<file path="src/telegram_pkg.sv">
// constants, register map and state encoding of the supply-line telegram decoder
// assumes a 20 MHz core clock and one telegram decoder per sensor
package telegram_pkg;

  // ********************************
  // timing
  // ********************************
  localparam int CLK_KHZ = 20000;
  localparam int TP0_MIN_US = 1700;
  localparam int TP0_MAX_US = 1900;
  localparam int TPOUT_US = 3000;
  localparam int TP1_PERCENT = 65;
  localparam int TPROG_MS = 100;
  localparam int TP0_MIN_CYC = (TP0_MIN_US * CLK_KHZ + 999) / 1000;
  localparam int TP0_MAX_CYC = TP0_MAX_US * CLK_KHZ / 1000;
  localparam int TPOUT_CYC = TPOUT_US * CLK_KHZ / 1000;
  localparam int TPROG_CYC = TPROG_MS * CLK_KHZ;

  // ********************************
  // telegram layout
  // ********************************
  localparam int PAYLOAD_W = 14;
  localparam logic [4:0] HEADER_BITS = 5'h09;
  localparam logic [4:0] WRITE_BITS = 5'h18;
  localparam logic [4:0] READ_REPLY_BITS = 5'h10;
  localparam logic [4:0] ACK_REPLY_BITS = 5'h01;
  localparam logic [11:0] DEACT_KEY = 12'h80F;
  localparam int LOCK_BIT = 0;

  localparam logic [2:0] OP_READ = 3'h2;
  localparam logic [2:0] OP_WRITE = 3'h3;
  localparam logic [2:0] OP_PROGRAM = 3'h4;
  localparam logic [2:0] OP_ERASE = 3'h5;

  // ********************************
  // register select codes
  // ********************************
  localparam logic [3:0] ADDR_LOW_CLAMP = 4'h1;
  localparam logic [3:0] ADDR_HIGH_CLAMP = 4'h2;
  localparam logic [3:0] ADDR_QUIESCENT = 4'h3;
  localparam logic [3:0] ADDR_GAIN = 4'h4;
  localparam logic [3:0] ADDR_CONFIG = 4'h5;
  localparam logic [3:0] ADDR_PROTECT = 4'h6;
  localparam logic [3:0] ADDR_ADC = 4'h7;
  localparam logic [3:0] ADDR_SCRATCH_UPPER = 4'h8;
  localparam logic [3:0] ADDR_DAC = 4'h9;
  localparam logic [3:0] ADDR_TEMP_COEFF = 4'hB;
  localparam logic [3:0] ADDR_SCRATCH_FIRST = 4'hC;
  localparam logic [3:0] ADDR_DISABLE = 4'hF;
  // storage slots of the three upper scratch words (unused select codes)
  localparam logic [3:0] SLOT_SCRATCH_1 = 4'h0;
  localparam logic [3:0] SLOT_SCRATCH_2 = 4'hA;
  localparam logic [3:0] SLOT_SCRATCH_3 = 4'hD;

  function automatic logic [3:0] reg_width(input logic [3:0] a);
    unique case (a)
      ADDR_LOW_CLAMP: reg_width = 4'h8;
      ADDR_HIGH_CLAMP: reg_width = 4'h9;
      ADDR_QUIESCENT: reg_width = 4'hB;
      ADDR_GAIN, ADDR_ADC, ADDR_DAC: reg_width = 4'hE;
      ADDR_CONFIG, ADDR_TEMP_COEFF: reg_width = 4'hA;
      ADDR_PROTECT: reg_width = 4'h2;
      ADDR_SCRATCH_UPPER, ADDR_SCRATCH_FIRST: reg_width = 4'hD;
      ADDR_DISABLE: reg_width = 4'hC;
      default: reg_width = 4'h0;
    endcase
  endfunction

  typedef enum logic [3:0] {
    ST_IDLE, ST_SYNC, ST_BIT_HI, ST_BIT_LO, ST_EXEC, ST_TX, ST_PROG, ST_QUIET, ST_OFF
  } state_t;

endpackage

</file>
<file path="src/sensor_programming_telegram.sv">
// telegram decoder: supply-line commands in, acknowledge and read data out on the output pin
// assumes supply_high_i is a comparator level from the pin, out_pin_i the pin readback
// How it works
// - sync pulse (logic zero) starts a telegram; its length sets the input bit period
// - opcode parity is one when the three opcode bits hold an odd zero count
// - select parity is one when the four select bits hold an odd zero count
// - write telegrams carry a fourteen-bit payload; read telegrams end after the nine header bits
// - writes keep only the trailing payload bits, as many as the register width
// - reads place the register value in the leading payload bits, zeros trailing
// - payload parity is one when the payload holds an even zero count
// - each accepted telegram is answered by a zero acknowledge bit setting reply timing
// - opcode 2 reads, 3 writes, 4 programs all non-volatile words from RAM
// - opcode 5 erases every non-volatile word at once
// - values travel most significant bit first
// - sign-magnitude registers are stored bit for bit, sign leading
// - two's-complement registers are stored bit for bit, sign leading
// - temperature coefficient splits into group, linear and three-bit quadratic fields
// - configuration packs range bits 9 and 2:1, output select 8:5, filter 4:3
// - configuration sits at select 5, ten bits wide, read, write and program
// - select 9 returns the fourteen-bit output converter value bit reversed
// - only the key 80F written to select 15 deactivates the sensor
// - a deactivated sensor wakes on an activate pulse on the pin or power cycle
// - erase and program need select zero and act on all words together
// - a stored lock bit takes effect at the next power-up and blocks programming
module sensor_programming_telegram #(
  parameter int TP0_MIN_CYCLES = telegram_pkg::TP0_MIN_CYC,
  parameter int TP0_MAX_CYCLES = telegram_pkg::TP0_MAX_CYC,
  parameter int TPOUT_CYCLES = telegram_pkg::TPOUT_CYC,
  parameter int TPROG_CYCLES = telegram_pkg::TPROG_CYC
) (
  // clock and reset
  input wire logic core_clk_i,
  input wire logic reset_n_i,
  // supply line and output pin
  input wire logic supply_high_i,
  input wire logic out_pin_i,
  output logic out_pin_o,
  output logic out_pin_oe_o,
  // readouts from the signal path
  input wire logic [13:0] adc_sample_i,
  input wire logic [13:0] dac_value_i,
  // status
  output logic sensor_active_o,
  output logic lock_active_o,
  output logic prog_busy_o,
  // calibration values to the signal path
  output logic [7:0] low_clamp_level_o,
  output logic [8:0] high_clamp_level_o,
  output logic [10:0] quiescent_output_offset_o,
  output logic [13:0] gain_setting_o,
  output logic [2:0] range_select_o,
  output logic [3:0] output_behaviour_select_o,
  output logic [1:0] filter_select_o,
  output logic [1:0] tc_group_o,
  output logic [4:0] tc_linear_o,
  output logic [2:0] quadratic_temp_coefficient_o
);

  // ********************************
  // constants and state
  // ********************************
  localparam logic [21:0] TPOUT_LEN = 22'(TPOUT_CYCLES);
  localparam logic [21:0] TP1_HIGH = 22'(TPOUT_CYCLES * telegram_pkg::TP1_PERCENT / 100);
  localparam logic [21:0] TP0_LOW = TPOUT_LEN - TP1_HIGH;
  localparam logic [21:0] SYNC_MIN = 22'(TP0_MIN_CYCLES);
  localparam logic [21:0] SYNC_MAX = 22'(TP0_MAX_CYCLES);
  localparam logic [21:0] PROG_LEN = 22'(TPROG_CYCLES);

  typedef struct packed {
    telegram_pkg::state_t st;
    logic [21:0] cnt;
    logic [16:0] period;
    logic [4:0] bitn;
    logic [23:0] rx;
    logic [15:0] tx;
    logic [4:0] txn;
    logic [1:0] gp_ptr;
    logic [15:0][13:0] ram;
    logic active;
    logic lock_active;
    logic boot;
    logic prog_pending;
    logic erase_pending;
    logic deact_pending;
    logic pin_drive;
    logic pin_level;
    logic sup_meta;
    logic sup_s;
    logic sup_d;
    logic act_meta;
    logic act_s;
  } core_t;

  core_t s;
  core_t next_s;
  logic [1:0] rst_sync;
  logic rst_n;
  // non-volatile image: survives reset, so it keeps no reset term
  logic [15:0][13:0] nvm;
  logic nvm_program;
  logic nvm_erase;

  // ********************************
  // reset release
  // ********************************
  always_ff @(posedge core_clk_i or negedge reset_n_i) begin
    if (!reset_n_i) begin
      rst_sync <= 2'h0;
    end else begin
      rst_sync <= {rst_sync[0], 1'b1};
    end
  end
  assign rst_n = rst_sync[1];

  // ********************************
  // helpers
  // ********************************
  function automatic logic [3:0] slot_of(input logic [3:0] a, input logic [1:0] p);
    if (a == telegram_pkg::ADDR_SCRATCH_UPPER) begin
      unique case (p)
        2'h0: slot_of = telegram_pkg::SLOT_SCRATCH_1;
        2'h1: slot_of = telegram_pkg::SLOT_SCRATCH_2;
        default: slot_of = telegram_pkg::SLOT_SCRATCH_3;
      endcase
    end else begin
      slot_of = a;
    end
  endfunction

  function automatic logic [13:0] reverse14(input logic [13:0] v);
    logic [13:0] r;
    r = 14'h0;
    for (int i = 0; i < 14; i++) begin
      r[i] = v[13 - i];
    end
    return r;
  endfunction

  // ********************************
  // next state
  // ********************************
  logic rise;
  logic fall;
  logic [21:0] timeout;
  logic [8:0] hdr;
  logic [2:0] op;
  logic [3:0] ad;
  logic [3:0] slot;
  logic [3:0] w;
  logic [13:0] data;
  logic [13:0] mask;
  logic [13:0] value;
  logic [13:0] payload;
  logic hdr_ok;
  logic accept;
  logic bitv;
  logic [23:0] rx_shift;
  logic [4:0] bitn_inc;
  logic [21:0] hold;

  always_comb begin
    next_s = s;
    nvm_program = 1'b0;
    nvm_erase = 1'b0;
    next_s.sup_meta = supply_high_i;
    next_s.sup_s = s.sup_meta;
    next_s.sup_d = s.sup_s;
    next_s.act_meta = out_pin_i;
    next_s.act_s = s.act_meta;
    rise = s.sup_s & ~s.sup_d;
    fall = ~s.sup_s & s.sup_d;
    timeout = {4'h0, s.period, 1'b0};
    next_s.cnt = s.cnt + 22'h1;
    // header sits at the front of the shift register for a 24-bit telegram, in the low nine bits for a 9-bit one
    hdr = (s.bitn == telegram_pkg::WRITE_BITS) ? s.rx[23:15] : s.rx[8:0];
    op = hdr[8:6];
    ad = hdr[4:1];
    data = s.rx[14:1];
    hdr_ok = (hdr[5] == ^(~op)) && (hdr[0] == ^(~ad));
    slot = slot_of(ad, s.gp_ptr);
    w = telegram_pkg::reg_width(ad);
    mask = 14'((15'h1 << w) - 15'h1);
    value = s.ram[slot];
    payload = 14'h0;
    accept = 1'b0;
    bitv = ({5'h0, s.cnt} > {6'h0, s.period[16:1]});
    rx_shift = {s.rx[22:0], bitv};
    bitn_inc = s.bitn + 5'h1;
    hold = s.tx[15] ? TP1_HIGH : TP0_LOW;
    if (!s.boot) begin
      // lock is sampled from the stored image only at power-up
      next_s.boot = 1'b1;
      next_s.ram = nvm;
      // a never-programmed image reads as unlocked
      if (nvm[telegram_pkg::ADDR_PROTECT][telegram_pkg::LOCK_BIT]) begin
        next_s.lock_active = 1'b1;
      end
    end
    unique case (s.st)
      telegram_pkg::ST_IDLE: begin
        next_s.cnt = 22'h0;
        next_s.pin_drive = 1'b0;
        if (rise) begin
          next_s.st = telegram_pkg::ST_SYNC;
        end
      end
      telegram_pkg::ST_SYNC: begin
        if (rise) begin
          // rising edge to rising edge is the bit period
          next_s.cnt = 22'h0;
          next_s.bitn = 5'h0;
          if (s.cnt >= SYNC_MIN && s.cnt <= SYNC_MAX) begin
            next_s.period = s.cnt[16:0];
            next_s.st = telegram_pkg::ST_BIT_HI;
          end else begin
            next_s.st = telegram_pkg::ST_QUIET;
          end
        end else if (s.cnt > {SYNC_MAX[20:0], 1'b0}) begin
          next_s.st = telegram_pkg::ST_IDLE;
        end
      end
      telegram_pkg::ST_BIT_HI: begin
        if (fall) begin
          // bits shift in msb first
          next_s.rx = rx_shift;
          next_s.bitn = bitn_inc;
          next_s.cnt = 22'h0;
          next_s.st = telegram_pkg::ST_BIT_LO;
          if ((bitn_inc == telegram_pkg::HEADER_BITS && rx_shift[8:6] != telegram_pkg::OP_WRITE) ||
              bitn_inc == telegram_pkg::WRITE_BITS) begin
            next_s.st = telegram_pkg::ST_EXEC;
          end
        end else if (s.cnt >= timeout) begin
          next_s.st = telegram_pkg::ST_QUIET;
        end
      end
      telegram_pkg::ST_BIT_LO: begin
        if (rise) begin
          next_s.cnt = 22'h0;
          next_s.st = telegram_pkg::ST_BIT_HI;
        end else if (s.cnt >= timeout) begin
          // a stalled telegram is dropped, not finished
          next_s.st = telegram_pkg::ST_IDLE;
        end
      end
      telegram_pkg::ST_EXEC: begin
        next_s.cnt = 22'h0;
        next_s.tx = 16'h0;
        next_s.txn = telegram_pkg::ACK_REPLY_BITS;
        // anything unlisted falls through unanswered
        unique case (op)
          telegram_pkg::OP_READ: begin
            if (hdr_ok && w != 4'h0 && ad != telegram_pkg::ADDR_DISABLE) begin
              if (ad == telegram_pkg::ADDR_ADC) begin
                value = adc_sample_i;
              end else if (ad == telegram_pkg::ADDR_DAC) begin
                value = reverse14(dac_value_i);
              end
              payload = 14'((value & mask) << (4'hE - w));
              next_s.tx = {1'b0, payload, ~^payload};
              next_s.txn = telegram_pkg::READ_REPLY_BITS;
              accept = 1'b1;
            end
          end
          telegram_pkg::OP_WRITE: begin
            if (hdr_ok && s.rx[0] == ~^data && w != 4'h0 &&
                ad != telegram_pkg::ADDR_ADC && ad != telegram_pkg::ADDR_DAC) begin
              accept = 1'b1;
              if (ad == telegram_pkg::ADDR_DISABLE) begin
                next_s.deact_pending = (data[11:0] == telegram_pkg::DEACT_KEY);
              end else begin
                // stored bit for bit
                next_s.ram[slot] = data & mask;
              end
            end
          end
          telegram_pkg::OP_PROGRAM, telegram_pkg::OP_ERASE: begin
            if (hdr_ok && ad == 4'h0 && !s.lock_active) begin
              accept = 1'b1;
              next_s.prog_pending = (op == telegram_pkg::OP_PROGRAM);
              next_s.erase_pending = (op == telegram_pkg::OP_ERASE);
            end
          end
          default: begin
            accept = 1'b0;
          end
        endcase
        if (accept && (op == telegram_pkg::OP_READ || op == telegram_pkg::OP_WRITE)) begin
          // scratch pointer follows the access order
          if (ad == telegram_pkg::ADDR_SCRATCH_FIRST) begin
            next_s.gp_ptr = 2'h0;
          end else if (ad == telegram_pkg::ADDR_SCRATCH_UPPER) begin
            next_s.gp_ptr = (s.gp_ptr == 2'h2) ? 2'h0 : s.gp_ptr + 2'h1;
          end
        end
        next_s.st = accept ? telegram_pkg::ST_TX : telegram_pkg::ST_QUIET;
      end
      telegram_pkg::ST_TX: begin
        // first bit is the zero acknowledge; level lags cnt by one cycle
        next_s.pin_drive = 1'b1;
        next_s.pin_level = (s.cnt < hold);
        if (s.cnt == TPOUT_LEN - 22'h1) begin
          next_s.cnt = 22'h0;
          next_s.tx = {s.tx[14:0], 1'b0};
          next_s.txn = s.txn - 5'h1;
          if (s.txn == 5'h1) begin
            next_s.pin_drive = 1'b0;
            next_s.pin_level = 1'b0;
            if (s.deact_pending) begin
              next_s.deact_pending = 1'b0;
              next_s.active = 1'b0;
              next_s.st = telegram_pkg::ST_OFF;
            end else if (s.prog_pending || s.erase_pending) begin
              next_s.st = telegram_pkg::ST_PROG;
            end else begin
              next_s.st = telegram_pkg::ST_QUIET;
            end
          end
        end
      end
      telegram_pkg::ST_PROG: begin
        // supply carries the programming voltage here, so edges are ignored
        if (s.cnt >= PROG_LEN) begin
          nvm_program = s.prog_pending;
          nvm_erase = s.erase_pending;
          next_s.prog_pending = 1'b0;
          next_s.erase_pending = 1'b0;
          next_s.cnt = 22'h0;
          next_s.st = telegram_pkg::ST_QUIET;
        end
      end
      telegram_pkg::ST_QUIET: begin
        if (rise) begin
          next_s.cnt = 22'h0;
        end else if (s.cnt >= {SYNC_MAX[20:0], 1'b0}) begin
          next_s.st = telegram_pkg::ST_IDLE;
        end
      end
      telegram_pkg::ST_OFF: begin
        // pin is not driven here, so any high comes from outside
        next_s.cnt = 22'h0;
        if (s.act_s) begin
          next_s.active = 1'b1;
          next_s.st = telegram_pkg::ST_QUIET;
        end
      end
      default: begin
        next_s.st = telegram_pkg::ST_IDLE;
      end
    endcase
  end

  // ********************************
  // registers
  // ********************************
  always_ff @(posedge core_clk_i or negedge rst_n) begin
    if (!rst_n) begin
      s <= '0;
      s.st <= telegram_pkg::ST_IDLE;
      s.active <= 1'b1;
    end else begin
      s <= next_s;
    end
  end

  // erase and program touch every word in the same cycle
  always_ff @(posedge core_clk_i) begin
    if (nvm_erase) begin
      nvm <= '0;
    end else if (nvm_program) begin
      nvm <= s.ram;
    end
  end

  // ********************************
  // outputs
  // ********************************
  assign out_pin_o = s.pin_level;
  assign out_pin_oe_o = s.pin_drive;
  assign sensor_active_o = s.active;
  assign lock_active_o = s.lock_active;
  assign prog_busy_o = (s.st == telegram_pkg::ST_PROG);
  assign low_clamp_level_o = s.ram[telegram_pkg::ADDR_LOW_CLAMP][7:0];
  assign high_clamp_level_o = s.ram[telegram_pkg::ADDR_HIGH_CLAMP][8:0];
  assign quiescent_output_offset_o = s.ram[telegram_pkg::ADDR_QUIESCENT][10:0];
  assign gain_setting_o = s.ram[telegram_pkg::ADDR_GAIN];
  assign range_select_o = {s.ram[telegram_pkg::ADDR_CONFIG][9], s.ram[telegram_pkg::ADDR_CONFIG][2:1]};
  assign output_behaviour_select_o = s.ram[telegram_pkg::ADDR_CONFIG][8:5];
  assign filter_select_o = s.ram[telegram_pkg::ADDR_CONFIG][4:3];
  assign tc_group_o = s.ram[telegram_pkg::ADDR_TEMP_COEFF][9:8];
  assign tc_linear_o = s.ram[telegram_pkg::ADDR_TEMP_COEFF][7:3];
  assign quadratic_temp_coefficient_o = s.ram[telegram_pkg::ADDR_TEMP_COEFF][2:0];

endmodule

</file>
<file path="config.mk">
export PLATFORM = sky130hd
export DESIGN_NAME = sensor_programming_telegram
export DESIGN_NICKNAME = d
export VERILOG_FILES = /design/src/telegram_pkg.sv /design/src/sensor_programming_telegram.sv
export SDC_FILE = /design/constraint.sdc
export NUM_CORES = 1
export LEC_CHECK = 0
export BUFFER_PORTS_ARGS = -buffer_cell sky130_fd_sc_hd__buf_2
export CORE_MARGIN = 2
export CORE_UTILIZATION = 60
export DETAILED_ROUTE_END_ITERATION = 10
export GPL_TIMING_DRIVEN = 1
export PLACE_DENSITY = 0.89
export SYNTH_ARGS = -nofsm -noshare
export SYNTH_HDL_FRONTEND = slang
export SYNTH_SLANG_ARGS = --single-unit
</file>
<file path="constraint.sdc">
create_clock -name core_clk_i -period 13.2 [get_ports core_clk_i]
set_input_delay 0.66 -clock core_clk_i [delete_from_list [all_inputs] [get_ports core_clk_i]]
set_output_delay 0.66 -clock core_clk_i [all_outputs]
set_load 0.03 [all_outputs]
</file>
==> flow_metrics.env, run 1 <==
export IMPL_status="finished, final reports clean"
export IMPL_cts_made_buffers=53
export IMPL_pwr_share_seq_pct=39.5
export IMPL_drive_gt1_share_pct=10.2
export IMPL_dr_pass1_iters=7
export IMPL_worstPathMaxFanout=33
export IMPL_finalClockSkew_ps=29.8
export IMPL_vias_per_cell=6.51
export IMPL_avgRoutedWirePerCell_um=23.1
export IMPL_post_cts_resize_count=0
export IMPL_die_h_um=223
export IMPL_grt_overflow=0
export IMPL_cts_tree="built"
export IMPL_peakVddDrop_mv=0.120
export IMPL_drc=0
export IMPL_globalplace_congestion=1.03
export IMPL_syn_inst=3326
export IMPL_hold_violations=0
export IMPL_hold_buffers=1
export IMPL_finalSetupViolCount=0
export IMPL_grt_usage_pct=35.7
export IMPL_critPathCaptureType="flip-flop"
export IMPL_cap_violations=0
export IMPL_vias=25400
export IMPL_slowest_delay_ps=710
export IMPL_path_delay_family="compound AO/OA/AOI/OAI gates"
export IMPL_drt_iter0_drc=3342
export IMPL_critical_path_buf_inv_count=4
export IMPL_fin_crit_sh_pct=58.2
export IMPL_start_util_pct=60.6
export IMPL_rsz0062_at_grt="no"
export IMPL_clockBufferDepth=3
export IMPL_crit_type="flip-flop to flip-flop"
export IMPL_required_ps=13750
export IMPL_p_per_area_mw_per_mm2=146
export IMPL_ys_types=95
export IMPL_clk_latency_ps=640
export IMPL_synthFlopType="dfrtp_1"
export IMPL_row_count=80
export IMPL_p_switching_w=0.00147
export IMPL_regToRegEndpoint="s[244]"
export IMPL_drtAntennaViolNets=0
export IMPL_stdcell_count=3897
export IMPL_htreeDepth=2
export IMPL_grt_start_max_net_pins=172
export IMPL_grt_pass1_vias=23900
export IMPL_clk_pin_slew_ps=60
export IMPL_worstMarginPinSlew_ps=1270
export IMPL_yosys_warnings=0
export IMPL_swShare_pct=32.5
export IMPL_maxSlewViolCount=0
export IMPL_synthArstFlopShare_pct=59.9
export IMPL_root_buffer="clkbuf_16"
export IMPL_synth_edf_count=0
export IMPL_max_slew_margin_pct=15.2
export IMPL_core_area_sq_mm=0.0476
export IMPL_r2r_start="s[284]"
export IMPL_crit_path_end="s[244]"
export IMPL_grt_pass1_wl_um=139000
export IMPL_mostFrequentLayoutCells="nand2_1 (804), dfrtp_1 (331), a21oi_1 (330)"
export IMPL_final_common_cell="nand2_1"
export IMPL_die_area_sq_mm=0.0499
export IMPL_pwr_share_clk_pct=35.8
export IMPL_internal_power_w=0.00306
export IMPL_combinationalPowerShare_pct=24.7
export IMPL_antenna_found_initial=3
export IMPL_min_path_type="primary input to flip-flop"
export IMPL_post_route_util_pct=65.1
export IMPL_numPortBuffers=97
export IMPL_crit_path_start="s[284]"
export IMPL_synth_seq_cells=558
export IMPL_dp_cells=3796
export IMPL_start_kind="flip-flop"
export IMPL_hpwl_um=59500
export IMPL_reg2reg_depth=25
export IMPL_min_period_ps=7680
export IMPL_fmax_mhz=130
export IMPL_cts_setup_buffers=0
export IMPL_drt_total_wl_um=90000
export IMPL_postSynthAreaPerCell_sq_um=8.69
export IMPL_seq_area_frac_synth_pct=44.5
export IMPL_ios=98
export IMPL_fin_setup_tns_ps=0
export IMPL_cp_num_cells=25
export IMPL_crit_slowest_cell="ha_1"
export IMPL_syn_cell_area_sq_mm=0.0289
export IMPL_dieWidth_um=223
export IMPL_p_leak_nw=13.4
export IMPL_fin_nets=3331
export IMPL_synthToLayoutAreaGrowth_pct=7.42
export IMPL_cp_data_arrival_time_ps=8230
export IMPL_r2r_slack_ps=5520
export IMPL_clock_sinks=558
==> power groups by stage <==
stage | clock, W | sequential (W) | combinational, W
2_1_floorplan | 0 | 0.00181 | 0.000839
3_3_place_gp | 0 | 0.00182 | 0.00107
3_5_place_dp | 0 | 0.00183 | 0.00108
4_1_cts | 0.00163 | 0.00179 | 0.00108
5_1_grt | 0.00171 | 0.00180 | 0.00120
6_report | 0.00162 | 0.00179 | 0.00112
==> synthesized netlist by cell type, drive strengths merged, types with 13 or more instances <==
cell type	n	area share, %
nand2	804	10
dfrtp	333	29
a21oi	332	5.8
mux2i	263	9.2
dfxtp	224	16
o21ai	222	3.9
clkbuf	191	2.5
nor2	155	2.0
buf	98	2.4
ha	62	2.7
a211oi	60	1.6
mux2	58	2.3
inv	52	0.68
nor2b	46	1.0
o22ai	40	0.87
nand3	33	0.57
nor3	25	0.47
xnor2	22	0.67
nor4	21	0.45
xor2	18	0.55
nand4	16	0.35
and2	15	0.32
nand2b	15	0.32
and3	13	0.30
==> worst reg2reg max path: stages (launching register included) <==
cell      delay, ps
dfrtp_1         440
inv_1           130
ha_1            180
and4b_1         210
buf_4           390
mux2_4          430
inv_1           150
ha_1            710
inv_1           370
a21boi_0        320
o32a_1          400
nor2_1          150
nand2_1         140
ha_1            310
o21ai_0         160
o41ai_2         540
nor4_1          120
a211oi_1        490
nor3_2          140
mux2i_1         190
a21oi_1         150
xnor2_1         250
mux4_2          530
nor3_2          180
xnor3_1         420
o21ai_1         120
==> worst min-delay path by stage <==
stage,from,endpoint,cells past startpoint
floorplan,next_s[3],next_s[2],0
global placement,next_s[0],s[0],0
detailed placement,rst_sync[0],rst_sync[1],0
CTS,out_pin_i,next_s[0],1
global route,out_pin_i,next_s[0],1
finish,out_pin_i,next_s[0],1
==> kinds of logic after synthesis <==
| family | count (synthesis) | synth area share [%] |
|---|---|---|
| AOI/OAI and AO/OA | 801 | 16.5 |
| other | 1 | 0.0130 |
| muxes | 322 | 11.6 |
| and+or+nand+nor | 1197 | 17.7 |
| DFF | 558 | 44.5 |
| xor gates and xnor gates | 44 | 1.53 |
| buffers and inverters | 341 | 5.57 |
| adders and majority gates | 62 | 2.69 |
==> metrics by stage <==
step | setup slack (ps) | hold WS, ps | total power (W) | cell area (sq um)
after floorplan | 3200 | 331 | 0.00264 | 28900
after global placement | 5960 | 333 | 0.00289 | 29200
after detailed placement | 5780 | 336 | 0.00290 | 29200
after CTS | 5700 | 130 | 0.00451 | 31000
after global routing | 4970 | 137 | 0.00470 | 31000
final | 5520 | 149 | 0.00454 | 31000
==> registers in the layout (all words and copies together) (netlist names), 3 cells and up <==
register,flops
s,241
high_clamp_level_o,9
next_s,3
quiescent_output_offset_o,11
quadratic_temp_coefficient_o,3
nvm,224
output_behaviour_select_o,4
tc_linear_o,5
range_select_o,3
rx_shift,9
gain_setting_o,14
data,14
low_clamp_level_o,8
==> metal layers <==
layer | global-route usage (%) | share of wire [%] | vias to the layer above
li1 | - | - | 11300
met2 | 54.3 | 44 | 1493
met1 | 46.9 | 39 | 12200
met4 | 19.8 | 6.4 | 2
met3 | 8.80 | 11 | 340
met5 | 0 | 0.020 | -
==> layout make-up <==
class                   count  area [sq um]
multi-input cells        2428         14500
repair buffers            144           853
diodes                      1          2.50
fillers                  3743         16600
inverters                  52           195
clock inverters            25           342
well taps                 615           769
clock buffers              74          1520
flip-flops and latches    558         12900
Power figures use the tool's default switching activity.
==> inputs of run 2 (changes only) <==
==> constraint.sdc (replaced) <==
create_clock -name core_clk_i -period 7.2 [get_ports core_clk_i]
set_input_delay 0.36 -clock core_clk_i [delete_from_list [all_inputs] [get_ports core_clk_i]]
set_output_delay 0.36 -clock core_clk_i [all_outputs]
set_load 0.03 [all_outputs]
==> flow_metrics.env, run 2 (synthesis gave the netlist of run 1 again) <==
export IMPL_status="finished, final reports clean"
export IMPL_cts_tree="built"
export IMPL_vias=25500
export IMPL_grt_pass1_vias=24100
export IMPL_regMostFlops="s"
export IMPL_rsz0062_at_grt="no"
export IMPL_mostFrequentLayoutCells="nand2_1 (804), dfrtp_1 (331), a21oi_1 (330)"
export IMPL_antenna_found_initial=1
export IMPL_ios=98
export IMPL_max_slew_margin_pct=17.5
export IMPL_finalClockSkew_ps=25.1
export IMPL_hold_violations=0
export IMPL_numPortBuffers=97
export IMPL_fin_nets=3356
export IMPL_globalplace_congestion=1.07
export IMPL_synthToLayoutAreaGrowth_pct=9.04
export IMPL_slowest_delay_ps=570
export IMPL_grt_usage_pct=35.9
export IMPL_dieWidth_um=223
export IMPL_dr_pass1_iters=6
export IMPL_grt_start_max_net_pins=164
export IMPL_r2r_slack_ps=440
export IMPL_start_util_pct=60.6
export IMPL_core_area_sq_mm=0.0476
export IMPL_min_path_type="primary input to async pin"
export IMPL_path_delay_family="compound AO/OA/AOI/OAI gates"
export IMPL_fin_ws_ps=440
export IMPL_row_count=80
export IMPL_required_ps=7750
export IMPL_p_leak_nw=13.7
export IMPL_finalSetupViolCount=0
export IMPL_worstPathMaxFanout=24
export IMPL_cp_data_arrival_time_ps=7310
export IMPL_antenna_cells=0
export IMPL_clk_pin_slew_ps=60
export IMPL_final_common_cell="nand2_1"
export IMPL_dp_slack_ps=412
export IMPL_worstMarginPinSlew_ps=1240
export IMPL_critPathCaptureType="flip-flop"
export IMPL_avgRoutedWirePerCell_um=23.0
export IMPL_die_h_um=223
export IMPL_largest_register_ffs=241
export IMPL_regToRegEndpoint="s[244]"
export IMPL_start_kind="flip-flop"
export IMPL_post_route_util_pct=66.1
export IMPL_cp_cell_sequence="inv_1 > ha_1 > and4b_4 > mux2_4 > inv_1 > ha_1 > buf_4 > nand3b_1 > mux2_2 > a22oi_4 > buf_4 > mux2i_1 > o21ai_0 > nor4_1 > a211oi_1 > a31o_1 > mux2_2 > a222oi_1 > xnor3_1 > xor3_1 > xnor3_1 > o21ai_1"
export IMPL_htreeDepth=2
export IMPL_grt_overflow=0
export IMPL_reg2reg_depth=22
export IMPL_drt_total_wl_um=90400
export IMPL_r2r_start="s[284]"
export IMPL_maxSlewViolCount=0
export IMPL_drc=0
export IMPL_drive_gt1_share_pct=11.1
export IMPL_critical_path_buf_inv_count=4
export IMPL_vias_per_cell=6.50
export IMPL_clock_sinks=558
export IMPL_reg_top3="s (241), nvm (224)"
export IMPL_min_period_ps=6760
export IMPL_cts_made_buffers=56
export IMPL_fmax_mhz=148
export IMPL_fin_setup_tns_ps=0
export IMPL_fin_crit_sh_pct=93.9
export IMPL_crit_type="flip-flop to flip-flop"
export IMPL_hpwl_um=60400
export IMPL_cts_setup_buffers=0
export IMPL_grt_pass1_wl_um=139000
export IMPL_die_area_sq_mm=0.0499
export IMPL_cap_violations=0
export IMPL_peakVddDrop_mv=0.191
export IMPL_crit_slowest_cell="a222oi_1"
export IMPL_p_per_area_mw_per_mm2=276
export IMPL_clk_latency_ps=620
export IMPL_root_buffer="clkbuf_16"
export IMPL_drtAntennaViolNets=0
export IMPL_drt_iter0_drc=3293
export IMPL_clockBufferDepth=3
[run 2: worst max-delay path by stage]
stage                   to  startpoint  cells after the start
floorplan           s[244]      s[284]                     25
detailed placement  s[244]      s[284]                     22
CTS                 s[244]      s[284]                     22
global route        s[244]      s[284]                     22
finish              s[244]      s[284]                     22
global placement    s[244]      s[284]                     22
[run 2: repair_timing]
action	CTS	global route
hold buffers	3	0
gates resized for setup	0	2
setup endpoints to repair	0	1
endpoints found under the hold margin	4	0
[run 2: per-layer routing]
metal,vias up,GRT usage (%),wire [um]
li1,11400,-,-
met1,12300,47.4,34800
met2,1530,54.0,39500
met3,348,8.03,9690
met4,0,22.1,6480
met5,-,0,0
[run 2: final cells by class]
type | count | area [sq um]
fill | 3668 | 16100
timing repair buffer | 166 | 1070
sequential | 558 | 12900
clock buffer | 73 | 1570
multi-input combinational | 2428 | 14500
tap | 615 | 769
inverter | 52 | 195
clock inverter | 33 | 541
[run 2: per-stage QoR]
stage               cell area (sq um)  std cells  hold WS (ps)  power [W]
floorplan                       28900       3327          64.4    0.00485
finish                          31500       3925          76.4    0.00869
global placement                29400       3816           145    0.00535
CTS                             31500       3925          42.0    0.00864
global route                    31500       3925          83.5    0.00900
detailed placement              29400       3816           147    0.00537
[run 2: worst register-to-register path: stages (launching register included)]
cell and delay (ps):
dfrtp_1 440, inv_1 150, ha_1 200, and4b_4 410
mux2_4 410, inv_1 150, ha_1 180, buf_4 270
nand3b_1 110, mux2_2 400, a22oi_4 380, buf_4 400
mux2i_1 230, o21ai_0 90, nor4_1 550, a211oi_1 160
a31o_1 290, mux2_2 290, a222oi_1 570, xnor3_1 440
xor3_1 210, xnor3_1 220, o21ai_1 130
[run 2: report_power, final]
| group | switching [W] | internal [W] | leakage [nW] | total [W] |
|---|---|---|---|---|
| sequential | 0.0000982 | 0.00317 | 6.42 | 0.00327 |
| clock | 0.00129 | 0.00201 | 1.02 | 0.00330 |
| combinational | 0.00136 | 0.000773 | 6.23 | 0.00213 |
